[config.mk]
export PLATFORM = sky130hd
export DESIGN_NAME = sq_timer
export DESIGN_NICKNAME = d
export VERILOG_FILES = /design/src/common/sq_timer_pkg.sv /design/src/core/sq_timer.sv
export VERILOG_INCLUDE_DIRS = /design/src /design/src/common
export SDC_FILE = /design/constraint.sdc
export NUM_CORES = 1
export LEC_CHECK = 0
export ABC_CLOCK_PERIOD_IN_PS = 800
export BUFFER_PORTS_ARGS = -buffer_cell sky130_fd_sc_hd__buf_4
export CORE_MARGIN = 2
export CORE_UTILIZATION = 45
export CTS_CLUSTER_SIZE = 30
export DETAILED_ROUTE_END_ITERATION = 10
export GPL_TIMING_DRIVEN = 0
export MAX_ROUTING_LAYER = met4
export PLACE_DENSITY = 0.82
export SKIP_LAST_GASP = 1
export SLEW_MARGIN = 20
export SYNTH_ARGS = -nofsm -noshare
export SYNTH_HDL_FRONTEND = slang
export SYNTH_SLANG_ARGS = --single-unit
[constraint.sdc]
create_clock -name clk_i -period 0.8 [get_ports clk_i]
set_input_delay 0.16 -clock clk_i [delete_from_list [all_inputs] [get_ports clk_i]]
set_output_delay 0.16 -clock clk_i [all_outputs]
set_load 0.01 [all_outputs]
[src/common/sq_timer_defs.svh]
// constants for the eight-bit square-wave timer
`ifndef SQ_TIMER_DEFS_SVH
`define SQ_TIMER_DEFS_SVH
// mode control field positions
`define MODE_OE_BIT 0
`define MODE_LVL_SET_BIT 3
`define MODE_LVL_RST_BIT 2
`define MODE_CLEAR_BIT 1
`define MODE_RUN_BIT 7
// reset values
`define COUNT_RST 8'h00
`define MODE_RST 8'h00
`endif

[src/common/sq_timer_pkg.sv]
// types for the eight-bit square-wave timer
package sq_timer_pkg;
  typedef logic [7:0] byte_t;
endpackage

[src/core/sq_timer.sv]
// eight-bit interval timer with square-wave output
// Overview of operation
// with output enabled, each match inverts the output, giving 50% duty.
// level-set 0 with level-reset 1 clears output; swapped pattern sets it.
// software writes one of two mode patterns enabling output and clear.
// counter stays stopped until the count-run bit is set to one.
// on match, invert output, pulse match interrupt, clear counter to zero.
// output frequency is one over twice tick period times compare plus one.
// software must not change compare value while counting.
// software clears port latch and direction bits before starting.
// software picks count clock and compare value before enabling counting.
// counter increments per selected tick and holds while run bit is clear.
`include "sq_timer_defs.svh"
module sq_timer
  import sq_timer_pkg::*;
#(
  parameter int DIV_W = 3
) (
  input wire logic clk_i,
  input wire logic rst_n_i,
  input wire logic [7:0] timer_mode_ctrl_i,
  input wire logic mode_wr_i,
  input wire logic [DIV_W-1:0] count_clock_select_i,
  input wire logic [7:0] compare_value_reg_i,
  output logic square_out_pin_o,
  output logic match_interrupt_o,
  output logic [7:0] up_counter_o
);
  logic rst_s1_q, rst_n_q;
  logic [(1<<DIV_W)-1:0] pre_q;
  logic [(1<<DIV_W)-1:0] pre_d;
  logic tick_q;
  byte_t cnt_q, cnt_d;
  logic ff_q, ff_d;
  logic irq_d;

  // reset release through two flops
  always_ff @(posedge clk_i or negedge rst_n_i) begin
    if (!rst_n_i) begin
      rst_s1_q <= 1'b0;
      rst_n_q <= 1'b0;
    end else begin
      rst_s1_q <= 1'b1;
      rst_n_q <= rst_s1_q;
    end
  end

  // decoding of mode bits
  // output enable and clear-on-match pick square-wave mode
  wire run = timer_mode_ctrl_i[`MODE_RUN_BIT];
  wire oe = timer_mode_ctrl_i[`MODE_OE_BIT];
  wire clr_mode = timer_mode_ctrl_i[`MODE_CLEAR_BIT];
  wire lvs = timer_mode_ctrl_i[`MODE_LVL_SET_BIT];
  wire lvr = timer_mode_ctrl_i[`MODE_LVL_RST_BIT];
  // ticks come when the low select bits of the prescaler are all ones;
  // select 0 ticks every clock, select k every 2**k clocks
  function automatic logic tick_due(input logic [(1<<DIV_W)-1:0] pre,
                                    input logic [DIV_W-1:0] sel);
    logic [(1<<DIV_W)-1:0] mask;
    mask = '0;
    for (int i = 0; i < (1 << DIV_W); i++) begin
      if (i < int'(sel)) mask[i] = 1'b1;
    end
    return (pre & mask) == mask;
  endfunction

  // clocks in one half period: compare plus one, times the tick divisor
  function automatic logic [15:0] half_cycles(input logic [7:0] n,
                                              input logic [DIV_W-1:0] sel);
    return ({8'h00, n} + 16'h0001) << sel;
  endfunction

  wire sel_tick = tick_due(pre_q, count_clock_select_i);
  assign pre_d = pre_q + 1'b1;
  wire match = run && tick_q && (cnt_q == compare_value_reg_i);

  // count on tick, hold when stopped
  // clear counter on match in clear mode
  always_comb begin
    cnt_d = cnt_q;
    if (!run) cnt_d = cnt_q;
    else if (match && clr_mode) cnt_d = `COUNT_RST;
    else if (tick_q) cnt_d = cnt_q + 8'h01;
  end

  // level preset on mode write, R1 toggle on match
  always_comb begin
    ff_d = ff_q;
    if (mode_wr_i && lvs && !lvr) ff_d = 1'b1;
    else if (mode_wr_i && !lvs && lvr) ff_d = 1'b0;
    else if (match && oe) ff_d = ~ff_q;
  end
  assign irq_d = match;

  // prescaler and count clock tick
  always_ff @(posedge clk_i or negedge rst_n_q) begin
    if (!rst_n_q) begin
      pre_q <= '0;
      tick_q <= 1'b0;
    end else begin
      pre_q <= pre_d;
      tick_q <= sel_tick;
    end
  end

  // counter, output flop and interrupt
  always_ff @(posedge clk_i or negedge rst_n_q) begin
    if (!rst_n_q) begin
      cnt_q <= `COUNT_RST;
      ff_q <= 1'b0;
      square_out_pin_o <= 1'b0;
      match_interrupt_o <= 1'b0;
      up_counter_o <= `COUNT_RST;
    end else begin
      cnt_q <= cnt_d;
      ff_q <= ff_d;
      square_out_pin_o <= ff_d & oe;
      match_interrupt_o <= irq_d;
      up_counter_o <= cnt_d;
    end
  end

  // checks below watch the counter, the output flop, the pin and the interrupt;
  // compare and select are held by software while counting, so the
  // period check only arms after the first toggle of each run, whose
  // spacing depends on the free-running prescaler phase

  // helper: clocks between output toggles while running
  logic [15:0] gap_q;
  logic gap_ok_q;
  wire [15:0] half_len = half_cycles(compare_value_reg_i,
                                     count_clock_select_i);
  // restart the measure on stop or mode write; first toggle only arms it
  always_ff @(posedge clk_i or negedge rst_n_q) begin
    if (!rst_n_q) begin
      gap_q <= 16'h0000;
      gap_ok_q <= 1'b0;
    end else if (!run || mode_wr_i) begin
      gap_q <= 16'h0000;
      gap_ok_q <= 1'b0;
    end else if (match && oe) begin
      gap_q <= 16'h0001;
      gap_ok_q <= 1'b1;
    end else begin
      gap_q <= gap_q + 16'h0001; // wraps harmlessly, read only on toggle
    end
  end

  // counter frozen while stopped
  a_stop_holds: assert property (@(posedge clk_i) disable iff (!rst_n_q)
    !run && !$past(run) |-> cnt_q == $past(cnt_q))
    else $error("counter moved while stopped");

  // match clears counter
  a_match_clears: assert property (@(posedge clk_i) disable iff (!rst_n_q)
    match && clr_mode |=> cnt_q == 8'h00)
    else $error("counter not cleared after match");

  // interrupt follows match
  a_irq_pulse: assert property (@(posedge clk_i) disable iff (!rst_n_q)
    match |=> match_interrupt_o)
    else $error("no interrupt after match");

  // toggle on match
  a_toggle_match: assert property (@(posedge clk_i) disable iff (!rst_n_q)
    match && oe && !mode_wr_i |=> ff_q != $past(ff_q))
    else $error("output not inverted on match");

  // level set
  a_level_set: assert property (@(posedge clk_i) disable iff (!rst_n_q)
    mode_wr_i && lvs && !lvr |=> ff_q)
    else $error("level set failed");

  // level clear
  a_level_clr: assert property (@(posedge clk_i) disable iff (!rst_n_q)
    mode_wr_i && !lvs && lvr |=> !ff_q)
    else $error("level clear failed");

  // increment by one on tick
  a_count_step: assert property (@(posedge clk_i) disable iff (!rst_n_q)
    run && tick_q && !match |=> cnt_q == $past(cnt_q) + 8'h01)
    else $error("counter did not step by one");

  // no count beyond compare in clear mode
  a_period_bound: assert property (@(posedge clk_i) disable iff (!rst_n_q)
    run && clr_mode && cnt_q == compare_value_reg_i && tick_q
    |=> cnt_q == 8'h00)
    else $error("period exceeds compare plus one");

  // half period is compare plus one ticks
  a_half_period: assert property (@(posedge clk_i) disable iff (!rst_n_q)
    gap_ok_q && match && oe |-> gap_q == half_len)
    else $error("half period length wrong");

  // counter never passes the compare value while running in clear mode
  a_no_overrun: assert property (@(posedge clk_i) disable iff (!rst_n_q)
    run && clr_mode && cnt_q <= compare_value_reg_i
    |=> cnt_q <= $past(compare_value_reg_i))
    else $error("counter passed compare value");

  // interrupt only right after a match
  a_irq_single: assert property (@(posedge clk_i) disable iff (!rst_n_q)
    !match |=> !match_interrupt_o)
    else $error("interrupt without match");

  // pin shows output flop gated by enable
  a_pin_follows: assert property (@(posedge clk_i) disable iff (!rst_n_q)
    1'b1 |=> square_out_pin_o == (ff_q & $past(oe)))
    else $error("pin differs from output flop");

  // output flop holds between events
  a_hold_level: assert property (@(posedge clk_i) disable iff (!rst_n_q)
    !mode_wr_i && !(match && oe) |=> ff_q == $past(ff_q))
    else $error("output flop changed without event");

  // counter port mirrors the counter
  a_count_mirror: assert property (@(posedge clk_i) disable iff (!rst_n_q)
    1'b1 |=> up_counter_o == cnt_q)
    else $error("counter port differs from counter");
endmodule

* After elaboration in Yosys (flattened, before gate mapping) *
Index checks and enable logic that the tools add are counted.

storage, ports and cells
  register bits = 22
  output and inout port bits = 10

cells by class
  $add $sub $neg = 2
  order comparisons = 7
  equal/unequal tests = 2
  mux-type cells = 12
  bitwise operators = 3
  reductions and logical operators = 12

operator list
  operator               number
  $add A8 B1 Y8 const B  2
  $mux W8                2
  $mux W1                10
  $lt A3 B3 Y1 const A   3
  $and A8 B7 Y8          1
  $eq A8 B7 Y1           1
  $eq A8 B8 Y1           1
  $logic_and A1 B1 Y1    8
  $lt A1 B3 Y1 const A   2
  $lt A2 B3 Y1 const A   2
  $logic_not A1 Y1       2
  $reduce_and A2 Y1      1
  $reduce_bool A2 Y1     1
  $and A1 B1 Y1          1
  $not A1 Y1             1

* Longest topological paths before layout *
Gate-level depths: netlist of run 1.

  depth in word-level cells = 7
  gate-level depth with buffers = 7
  mapped depth without buffers = 5

* Worst setup path after synthesis of run 1 *
OpenSTA, ideal clock, no wires.

  path kind = flip-flop to flip-flop
  start point = reg cnt_q[0]
  end point = reg cnt_q[0]
  setup time = 0.118 ns
  arrival time = 1.599 ns
  required time = 0.682 ns
  slack = -0.917 ns
  stages on the path, launching flop included = 8
  buffers on the path = 2
  period minus slack after synthesis = 1.717 ns
  path through = dfrtp_1 > xor2_1 > nor4_2 > and3_1 > buf_6 > and2_1 > buf_4 > o21ai_2

on the way
  cells in the longest elaborated chain, start to end = 5
  elaborated cells between the ends (all ways) = 8
  classes of those cells = add/sub (1); eq/ne (1); mux (2); reduce/logical (4)

ends and longest elaborated chain
  what                                 RTL line         text
  from (decl)                          sq_timer.sv:33   byte_t cnt_q, cnt_d;
  from (signal assigned)               sq_timer.sv:109  cnt_q <= `COUNT_RST;
  from (signal assigned)               sq_timer.sv:115  cnt_q <= cnt_d;
  $eq A8 B8 Y1 (*)                     sq_timer.sv:75   wire match = run && tick_q && (cnt_q == compare_value_reg_i);
  $logic_and A1 B1 Y1 (*)              sq_timer.sv:75
  via irq_d                            sq_timer.sv:35   logic irq_d;
  $logic_and A1 B1 Y1 (*)              sq_timer.sv:82   else if (match && clr_mode) cnt_d = `COUNT_RST;
  $reduce_bool A2 Y1 (no source line)  -
  $reduce_and A2 Y1 (no source line)   -

Mark *: on every way through the listed nets, which the timed path passes. The rest lies on a longest branch. The select of a mux whose other input is x is not followed.
A chain may end at the register's enable or synchronous reset.

* Worst setup path after layout of run 1 *
  start point = reg cnt_q[1]
  end point = reg square_out_pin_o

on the way
  cells in the longest elaborated chain, start to end = 7

ends and longest elaborated chain
  what                  RTL line         text
  $eq A8 B8 Y1          sq_timer.sv:75
  $logic_and A1 B1 Y1   sq_timer.sv:75
  via irq_d             sq_timer.sv:35
  $logic_and A1 B1 Y1   -
  $mux W1               sq_timer.sv:91   else if (match && oe) ff_d = ~ff_q;
  $mux W1               sq_timer.sv:90   else if (mode_wr_i && !lvs && lvr) ff_d = 1'b0;
  $mux W1               sq_timer.sv:89   if (mode_wr_i && lvs && !lvr) ff_d = 1'b1;
  $and A1 B1 Y1         sq_timer.sv:117  square_out_pin_o <= ff_d & oe;
  to (signal assigned)  sq_timer.sv:117
  to (decl)             sq_timer.sv:25   output logic square_out_pin_o,

The timed path passes the listed nets, and every way through them passes these cells.

==> results of run 1 <==
sequential cells by signal, summed over array words and instances (netlist names):
signal,cells
cnt_q,8
pre_q,7
ff_q,1
match_interrupt_o,1
rst_n_q,1
rst_s1_q,1
square_out_pin_o,1
tick_q,1
cells by family (layout without fill, tap and decap cells):
| logic type | Yosys count | after routing | synth area share, % |
|---|---|---|---|
| buffers and inverters | 6 | 55 | 3.044 |
| XOR/XNOR | 20 | 20 | 15.78 |
| adder cells (fa/ha/maj) | 2 | 2 | 2.254 |
| flip-flops | 21 | 21 | 47.35 |
| other | 1 | 1 | 0.3379 |
| AO/OA/AOI/OAI | 13 | 13 | 9.697 |
| AND/OR/NAND/NOR | 45 | 45 | 20.63 |
| multiplexers | 1 | 1 | 0.9020 |
final cells by class:
cell class	count	area [um2]
Sequential cell	21	536.8
Buffer	1	11.26
Inverter	4	15.01
Multi-Input combinational cell	82	649.4
Fill cell	167	615.6
Clock inverter	1	5.005
Timing Repair Buffer	46	385.4
Clock buffer	3	22.52
Tap cell	28	35.03
timing repair:
| item | CTS | global route |
|---|---|---|
| hold buffers | 1 | 0 |
| resized for setup | 15 | 18 |
| endpoints found under the hold margin | 2 | 0 |
| buffers inserted | 10 | 7 |
| gates cloned | 0 | 0 |
| setup endpoints to repair | 47 | 28 |
| pin swaps | 8 | 9 |
metrics by stage:
stage | setup TNS, ns | total power, mW | utilization [%] | std cells
detailed placement | -13.33 | 1.993 | 60.91 | 165
global route | -14.58 | 3.067 | 72.95 | 186
finish | -13.08 | 2.918 | 72.95 | 186
CTS | -13.98 | 2.667 | 67.51 | 179
global placement | -12.07 | 1.959 | 60.91 | 165
floorplan | -9.540 | 1.675 | - | 109
worst max-delay path, delay by kind of cell (launching register included):
family | cells | cell delay (ns)
compound gates | 1 | 0.09
xor+xnor | 1 | 0.17
buf+inv | 1 | 0.12
flops | 1 | 0.47
mux | 1 | 0.22
simple gates | 2 | 0.53
path summary, 6_finish.rpt:
kind	from	to	slack, ns	cells past startpoint
setup reg to reg	cnt_q[1]$_DFFE_PN0P_	square_out_pin_o$_DFF_PN0_	-0.92	6
min in group asynchronous	rst_n_i	rst_n_q$_DFF_PN0_	0.13	2
setup / recovery	cnt_q[1]$_DFFE_PN0P_	square_out_pin_o$_DFF_PN0_	-0.92	6
hold reg to reg	rst_n_q$_DFF_PN0_	tick_q$_DFF_PN0_	0.22	0
hold / removal	count_clock_select_i[2]	tick_q$_DFF_PN0_	0.07	2
max in group asynchronous	rst_n_q$_DFF_PN0_	pre_q[2]$_DFF_PN0_	0.23	0
report_power, final:
group | total (mW) | leakage [nW] | switching, mW | internal [mW]
Clock | 0.523 | 0.0177 | 0.336 | 0.187
Sequential | 1.31 | 0.251 | 0.136 | 1.17
Combinational | 1.08 | 0.507 | 0.489 | 0.595
metal layers:
layer	part of all wire [%]	GRT usage (%)	vias up
met4	1.8	11.54	0
met5	0	-	-
met2	54	36.79	32
li1	-	-	474
met1	40	21.29	490
met3	4.4	3.333	5
cell usage in the layout (no fill, tap or decap), types with 2 or more instances in the layout:
master / instances
buf_4: 35
nand3_1: 3
xnor2_1: 5
a31oi_1: 2
clkbuf_4: 3
nand3_2: 4
nand2b_1: 3
dfrtp_2: 9
and4_1: 2
xor2_1: 14
buf_6: 11
dfrtp_1: 12
nor2_2: 3
and3_1: 3
nand4_1: 2
nor2_1: 6
o21ai_2: 3
inv_1: 3
nand2_1: 12
==> flow_metrics.env, run 1 <==
export IMPL_drcViolationCount=0
export IMPL_hpwl_um=1766
export IMPL_finalMaxSlewViolations=0
export IMPL_postSynthAreaPerCell_um2=10.18
export IMPL_grt_pass1_vias=971
export IMPL_num_vias=1001
export IMPL_grt_setup_unrepaired="yes"
export IMPL_insertion_delay_ns=0.32
export IMPL_io_pins=32
export IMPL_timing_hold_ws_ns=0.06780
export IMPL_final_cell_area_mm2=0.001660
export IMPL_synth_area_mm2=0.001110
export IMPL_placed_cell_area_mm2=0.001386
export IMPL_clock_sinks=21
export IMPL_power_density_mw_per_mm2=1757
export IMPL_syn_nets=133
export IMPL_fin_skew_ns=0.01480
export IMPL_die_w_um=53.66
export IMPL_viasPerCell=5.382
export IMPL_irDropWorstVdd_v=0.001576
export IMPL_clockRootBuffer="clkbuf_4"
export IMPL_cts_max_level=1
export IMPL_final_net_count=183
export IMPL_period_share_pct=214.9
export IMPL_hold_viol_final=0
export IMPL_routedWlPerCell_um=15.48
export IMPL_track_usage_pct=20.61
export IMPL_cpPeakStageDelay_ns=0.47
export IMPL_initial_utilization_pct=48.76
export IMPL_maxCapViolCount=0
export IMPL_setup_viol=28
export IMPL_grt_ovfl_total=0
export IMPL_postSynthCellCount=109
export IMPL_fmax_mhz=581.6
export IMPL_seq_area_frac_synth_pct=47.35
export IMPL_synth_cell_types=32
export IMPL_first_pass_iters=4
export IMPL_yosysMostFrequentCell="dfrtp_1"
export IMPL_yosysTopAreaCell="dfrtp_1"
export IMPL_num_antenna_cells=0
export IMPL_ys_flop_type="dfrtp_1"
export IMPL_hold_class="input pin to register"
export IMPL_syn_to_final_growth_pct=49.61
export IMPL_numPortBuffers=28
export IMPL_die_area_mm2=0.002879
export IMPL_outcome="finished with violations"
export IMPL_end_kind="register"
export IMPL_violations="setup timing"
export IMPL_critical_path_cell_chain="xor2_2 > nor4_4 > and3_1 > buf_6 > mux2i_1 > o32ai_2"
export IMPL_fp_coreArea_mm2=0.002276
export IMPL_synth_edf_count=0
export IMPL_async_reset_ff_share_pct=100.0
export IMPL_arrival_ns=1.92
export IMPL_fin_crit_ns=1.719
export IMPL_ant_nets=0
export IMPL_crit_type="register to register"
export IMPL_antenna_found_initial=0
export IMPL_synthTopCellsByCount="dfrtp_1, xor2_1, nand2_1"
export IMPL_wl_um=2879
export IMPL_drive_gt1_share_pct=51.27
export IMPL_cts_max_path_buffers=2
export IMPL_ys_warn_count=0
export IMPL_path_clk_slew_ns=0.13
export IMPL_slowest_stage="dfrtp_2"
export IMPL_timing_final_ws_setup_ns=-0.9193
export IMPL_drt_iter0_drc=28
export IMPL_die_h_um=53.66
export IMPL_dp_slack_ns=-1.125
export IMPL_critPathRequiredTime_ns=1.00
export IMPL_power_leakage_nw=0.7756
export IMPL_rows=17
export IMPL_grt_pass1_wl_um=4002
export IMPL_grt_max_degree=20
export IMPL_cts_buffers=3
export IMPL_gp_congestion=0.7725
export IMPL_ys_ff_latch=21
export IMPL_worst_path_max_fanout=5
export IMPL_yosys_top_cells_area="dfrtp_1, xor2_1, nand2_1"
export IMPL_cts_tree="built"
export IMPL_synth_top_area_share_pct=47.35
export IMPL_critPathLaunchType="register"
(Power assumes the default switching activity.)
==> inputs of run 2 (changes only) <==
--- a/config.mk
+++ b/config.mk
@@ -8,11 +8,9 @@
 export LEC_CHECK = 0
 export ABC_CLOCK_PERIOD_IN_PS = 800
 export BUFFER_PORTS_ARGS = -buffer_cell sky130_fd_sc_hd__buf_4
-export CORE_MARGIN = 2
 export CORE_UTILIZATION = 45
 export CTS_CLUSTER_SIZE = 30
 export DETAILED_ROUTE_END_ITERATION = 10
-export GPL_TIMING_DRIVEN = 0
 export MAX_ROUTING_LAYER = met4
 export PLACE_DENSITY = 0.82
 export SKIP_LAST_GASP = 1
==> run 2 against run 1 <==
Clock power is 7.1% higher. Largest cell class unchanged. Power is 5.6% higher. Sequential power is 5% lower. Die area is 7.3% lower. The run still ends with setup timing left. Combinational power is 18% higher. Sequential cell count stayed put. Register-to-register slack worse by 0.07 ns.
==> flow_metrics.env, run 2 (synthesis gave the netlist of run 1 again) <==
export IMPL_outcome="finished with violations"
export IMPL_violations="setup timing"
export IMPL_grt_max_degree=20
export IMPL_clock_sinks=21
export IMPL_num_antenna_cells=0
export IMPL_cts_max_level=1
export IMPL_die_w_um=51.66
export IMPL_hold_end="tick_q$_DFF_PN0_"
export IMPL_power_leakage_nw=0.8466
export IMPL_path_clk_slew_ns=0.14
export IMPL_io_pins=32
export IMPL_die_area_mm2=0.002669
export IMPL_critPathRequiredTime_ns=1.02
export IMPL_grt_pass1_wl_um=4540
export IMPL_final_net_count=195
export IMPL_routedWlPerCell_um=15.86
export IMPL_final_cells=198
export IMPL_register_area_um2=528.0
export IMPL_first_pass_iters=4
export IMPL_largest_reg_flops=8
export IMPL_drcViolationCount=0
export IMPL_r2r_cells=5
export IMPL_gp_congestion=0.7827
export IMPL_end_kind="register"
export IMPL_cts_max_path_buffers=2
export IMPL_crit_buf_inv=0
export IMPL_path_delay_family="compound AO/OA/AOI/OAI gates"
export IMPL_critPathLaunchType="register"
export IMPL_antenna_found_initial=0
export IMPL_reg_largest_list="cnt_q: 8 flops, pre_q: 7 flops"
export IMPL_wl_met3_um=128
export IMPL_min_from="count_clock_select_i[2]"
export IMPL_finalMaxSlewViolations=0
export IMPL_clockRootBuffer="clkbuf_4"
export IMPL_critical_path_depth=5
export IMPL_cpPeakStageDelay_ns=0.43
export IMPL_insertion_delay_ns=0.32
export IMPL_fillers=128
export IMPL_rows=17
export IMPL_fin_skew_ns=0.01302
export IMPL_multi_input_area_um2=674.4
export IMPL_worst_path_max_fanout=4
export IMPL_grt_setup_unrepaired="yes"
export IMPL_arrival_ns=2.01
export IMPL_viasPerCell=5.323
export IMPL_crit_type="register to register"
export IMPL_rr_startpoint="cnt_q[0]$_DFFE_PN0P_"
export IMPL_highest_layer="met4"
export IMPL_grt_pass1_vias=1036
export IMPL_wl_met2_um=1688
export IMPL_grt_ovfl_total=0
export IMPL_power_density_mw_per_mm2=1705
export IMPL_period_share_pct=223.6
export IMPL_initial_utilization_pct=48.76
export IMPL_fmax_mhz=558.9
export IMPL_wl_um=3141
export IMPL_critical_path_cell_chain="xor2_1 > nor4_4 > a311oi_2 > a2111oi_2 > nand2_1"
export IMPL_cts_buffers=3
export IMPL_hold_viol_final=0
export IMPL_maxCapViolCount=0
export IMPL_num_vias=1054
export IMPL_syn_to_final_growth_pct=62.80
export IMPL_hpwl_um=1922
export IMPL_top_register="cnt_q"
export IMPL_hold_depth=2
export IMPL_mostFrequentLayoutCells="buf_4, buf_6, dfrtp_1"
export IMPL_slowest_stage="dfrtp_1"
export IMPL_fin_crit_ns=1.789
export IMPL_cts_tree="built"
export IMPL_tns_ns=-14.38
export IMPL_drt_met1_wl_um=1286
export IMPL_track_usage_pct=23.97
export IMPL_worst_r2r_endpoint="ff_q$_DFF_PN0_"
export IMPL_setup_viol=28
export IMPL_ant_nets=0
export IMPL_dpl_cell_count=185
export IMPL_timing_final_ws_setup_ns=-0.9891
export IMPL_fp_coreArea_mm2=0.002276
export IMPL_drt_iter0_drc=15
export IMPL_irDropWorstVdd_v=0.001352
export IMPL_ff2ff_setup_slack_ns=-0.99
export IMPL_hold_class="input pin to register"
export IMPL_drive_gt1_share_pct=51.76
export IMPL_die_h_um=51.66
export IMPL_numPortBuffers=28
export IMPL_mostFrequentLayoutCell="buf_4"
## run 2: cell types whose count changed in the layout (fill, tap and decap cells not counted), sizes merged
cell	delta
clkinvlp	+1
clkinv	-1
buf	+12
## run 2: area by class of cell
class	count	area share [%]
multi-input cells	82	37.33
flip-flops and latches	21	29.22
repair buffers	59	29.02
well taps	28	1.939
clock buffers	3	1.247
inverters	4	0.8310
clock inverters	1	0.4155
## run 2: timing repair
item,CTS,global route
hold buffers,1,0
pin swaps,10,12
hold endpoints to repair,2,0
setup buffers,4,9
gates resized for setup,23,22
setup endpoints to repair,27,28
## run 2: power by group
group / internal, mW / leakage (nW) / total (mW) / switching [mW]
registers: 1.17 / 0.262 / 1.25 / 0.0790
logic: 0.675 / 0.571 / 1.27 / 0.599
clock network: 0.191 / 0.0139 / 0.560 / 0.369
total: 2.03 / 0.847 / 3.08 / 1.05
## run 2: worst reg2reg max path: cells and delay by family, from the launching register on
family           cells  cell delay, ns
AO/OA/AOI/OAI        2            0.57
AND/OR/NAND/NOR      2            0.49
XOR/XNOR             1            0.20
flip-flops           1            0.43
## run 2: worst max-delay path by stage
stage / slack, ns / startpoint / to
2_1_floorplan: -0.87 / cnt_q[1]$_DFFE_PN0P_ / square_out_pin_o$_DFF_PN0_
3_3_place_gp: -0.85 / cnt_q[1]$_DFFE_PN0P_ / square_out_pin_o$_DFF_PN0_
3_5_place_dp: -0.92 / cnt_q[1]$_DFFE_PN0P_ / square_out_pin_o$_DFF_PN0_
4_1_cts: -0.86 / cnt_q[1]$_DFFE_PN0P_ / ff_q$_DFF_PN0_
5_1_grt: -1.02 / cnt_q[0]$_DFFE_PN0P_ / ff_q$_DFF_PN0_
6_report: -0.99 / cnt_q[0]$_DFFE_PN0P_ / ff_q$_DFF_PN0_
## run 2: per-stage QoR
step                      worst slack, ns  hold slack [ns]  power, mW  utilization [%]  cell area (um2)
after detailed placement          -0.9208         -0.05668      2.146            67.18             1529
after CTS                         -0.8629          0.03975      2.832            73.72             1678
final                             -0.9891          0.02475      3.081            79.38             1807
after global routing               -1.017          0.01616      3.230            79.38             1807
after global placement            -0.8465         -0.05815      2.102            67.18             1529
after floorplan                   -0.8721          -0.1356      1.675                -             1141
## run 2: routing by layer
metal	vias up	GRT usage, %
li1	496	-
met1	516	27.92
met2	37	41.99
met3	5	4.094
met4	0	7.658
met5	-	-
==> inputs of run 3 (changes only) <==
--- a/config.mk
+++ b/config.mk
@@ -9,10 +9,12 @@
 export ABC_CLOCK_PERIOD_IN_PS = 800
 export BUFFER_PORTS_ARGS = -buffer_cell sky130_fd_sc_hd__buf_4
 export CORE_UTILIZATION = 45
+export CTS_BUF_LIST = sky130_fd_sc_hd__clkbuf_8
 export CTS_CLUSTER_SIZE = 30
 export DETAILED_ROUTE_END_ITERATION = 10
 export MAX_ROUTING_LAYER = met4
 export PLACE_DENSITY = 0.82
+export REMOVE_ABC_BUFFERS = 1
 export SKIP_LAST_GASP = 1
 export SLEW_MARGIN = 20
 export SYNTH_ARGS = -nofsm -noshare
==> run 3 against run 2 <==
The flow still finishes with violations (setup timing). Sequential cell count unchanged. Core utilization increased by 4.1 points. Sequential power about the same.
==> flow_metrics.env, run 3 (synthesis gave the netlist of run 1 again) <==
export IMPL_outcome="finished with violations"
export IMPL_violations="setup timing"
export IMPL_gp_congestion=0.8264
export IMPL_fmax_mhz=514.3
export IMPL_crit_type="register to register"
export IMPL_die_h_um=51.66
export IMPL_end_kind="register"
export IMPL_finalPower_mw=3.331
export IMPL_cp_startpoint="cnt_q[1]$_DFFE_PN0P_"
export IMPL_die_area_mm2=0.002669
export IMPL_hpwl_um=1975
export IMPL_grt_pass1_wl_um=4650
export IMPL_first_pass_iters=4
export IMPL_rr_startpoint="cnt_q[1]$_DFFE_PN0P_"
export IMPL_worst_path_max_fanout=3
export IMPL_fillers=113
export IMPL_critPathRequiredTime_ns=0.93
export IMPL_grt_ovfl_total=0
export IMPL_drcViolationCount=0
export IMPL_arrival_ns=2.07
export IMPL_grt_max_degree=12
export IMPL_pwr_share_clk_pct=21.0
export IMPL_mostFrequentLayoutCells="buf_4, buf_6, dfrtp_1"
export IMPL_reg_largest_list="cnt_q: 8 flops, pre_q: 7 flops"
export IMPL_finalMaxSlewViolations=0
export IMPL_timing_final_ws_setup_ns=-1.144
export IMPL_io_pins=32
export IMPL_cpPeakStageDelay_ns=0.49
export IMPL_die_w_um=51.66
export IMPL_critPathLaunchType="register"
export IMPL_initial_utilization_pct=48.76
export IMPL_worst_r2r_endpoint="ff_q$_DFF_PN0_"
export IMPL_rows=17
export IMPL_final_cell_area_mm2=0.001901
export IMPL_clockRootBuffer="clkbuf_8"
export IMPL_wl_um=4019
export IMPL_fin_skew_ns=0.008358
export IMPL_maxCapViolCount=0
export IMPL_numPortBuffers=28
export IMPL_mostFrequentLayoutCell="buf_4"
export IMPL_top_register="cnt_q"
export IMPL_critical_path_cell_chain="xor2_1 > nor4_2 > a311oi_1 > a2111oi_2 > nand2_1"
export IMPL_p_int_mw=2.248
export IMPL_placed_cell_area_mm2=0.001531
export IMPL_cts_max_path_buffers=2
export IMPL_drive_gt1_share_pct=53.33
export IMPL_cts_buffers=3
export IMPL_r2r_cells=5
export IMPL_clock_sinks=21
export IMPL_fp_coreArea_mm2=0.002276
export IMPL_track_usage_pct=25.34
export IMPL_num_antenna_cells=0
export IMPL_comb_power_share_pct=41.7
export IMPL_num_vias=1185
export IMPL_register_area_um2=526.8
export IMPL_path_clk_slew_ns=0.08
export IMPL_ant_nets=0
export IMPL_irDropWorstVdd_v=0.001206
export IMPL_timing_hold_ws_ns=0.09811
export IMPL_cts_max_level=1
export IMPL_setup_viol=28
export IMPL_hold_class="input pin to register"
export IMPL_switchingPower_mw=1.082
export IMPL_ff2ff_setup_slack_ns=-1.14
export IMPL_path_delay_family="simple AND/OR/NAND/NOR gates"
export IMPL_cts_tree="built"
export IMPL_hold_viol_final=0
export IMPL_grt_pass1_vias=1087
export IMPL_power_leakage_nw=0.9264
export IMPL_routedWlPerCell_um=19.32
export IMPL_critical_path_depth=5
export IMPL_grt_setup_unrepaired="yes"
export IMPL_insertion_delay_ns=0.27
export IMPL_fin_crit_ns=1.944
export IMPL_crit_buf_inv=0
export IMPL_multi_input_area_um2=663.1
export IMPL_period_share_pct=243.1
export IMPL_p_sw_share_pct=32.50
export IMPL_final_net_count=205
export IMPL_crit_end="ff_q$_DFF_PN0_"
export IMPL_largest_reg_flops=8
export IMPL_drt_iter0_drc=25
export IMPL_p_seq_share_pct=37.3
export IMPL_power_density_mw_per_mm2=1752
export IMPL_viasPerCell=5.697
export IMPL_antenna_found_initial=0
export IMPL_slowest_stage="nor4_2"
export IMPL_syn_to_final_growth_pct=71.25
run 3: metrics by stage:
step                      TNS [ns]  setup slack, ns  utilization (%)  std cells
after global placement      -9.968          -0.8644            67.29        189
final                       -14.87           -1.144            83.51        208
after detailed placement    -10.72          -0.9055            67.29        189
after CTS                   -13.20          -0.9183            76.03        201
after floorplan             -10.45          -0.9601                -        107
after global routing        -15.80           -1.178            83.51        208
run 3: worst register-to-register path, cell delays in order, from the launching register on:
cell,delay (ns)
dfrtp_1,0.41
xor2_1,0.16
nor4_2,0.49
a311oi_1,0.24
a2111oi_2,0.38
nand2_1,0.13
run 3: worst min path at each step:
stage | from | end | cells past startpoint
3_3_place_gp | rst_n_i | rst_n_q$_DFF_PN0_ | 1
4_1_cts | count_clock_select_i[2] | tick_q$_DFF_PN0_ | 2
2_1_floorplan | rst_n_i | rst_n_q$_DFF_PN0_ | 0
3_5_place_dp | rst_n_i | rst_s1_q$_DFF_PN0_ | 1
6_report | count_clock_select_i[2] | tick_q$_DFF_PN0_ | 2
5_1_grt | count_clock_select_i[2] | tick_q$_DFF_PN0_ | 2
run 3: final cells by class:
class	instances	share of cell area [%]
Inverter	4	0.7900
Clock inverter	1	0.1975
Sequential cell	21	27.72
Timing Repair Buffer	69	32.39
Tap cell	28	1.843
Multi-Input combinational cell	82	34.89
Clock buffer	3	2.172
run 3: metal layers:
metal  global-route usage, %  share of wire [%]  vias up
met5                       -                  0        -
li1                        -                  -      522
met2                   48.48                 54       74
met3                   2.632                6.7       23
met4                   11.71                5.2        0
met1                   25.52                 34      566
run 3: power groups by stage:
stage	Sequential (mW)	Clock (mW)	Combinational, mW
after global routing	1.25	0.755	1.45
after floorplan	1.36	0	0.291
after global placement	1.24	0	0.857
after detailed placement	1.25	0	0.892
final	1.24	0.701	1.39
after CTS	1.23	0.712	1.02
run 3: repair_timing:
item / CTS / global route
resized for setup: 24 / 30
setup endpoints to repair: 28 / 28
endpoints found under the hold margin: 2 / 0
hold buffers: 1 / 0
setup buffers: 7 / 7
pin swaps: 9 / 18
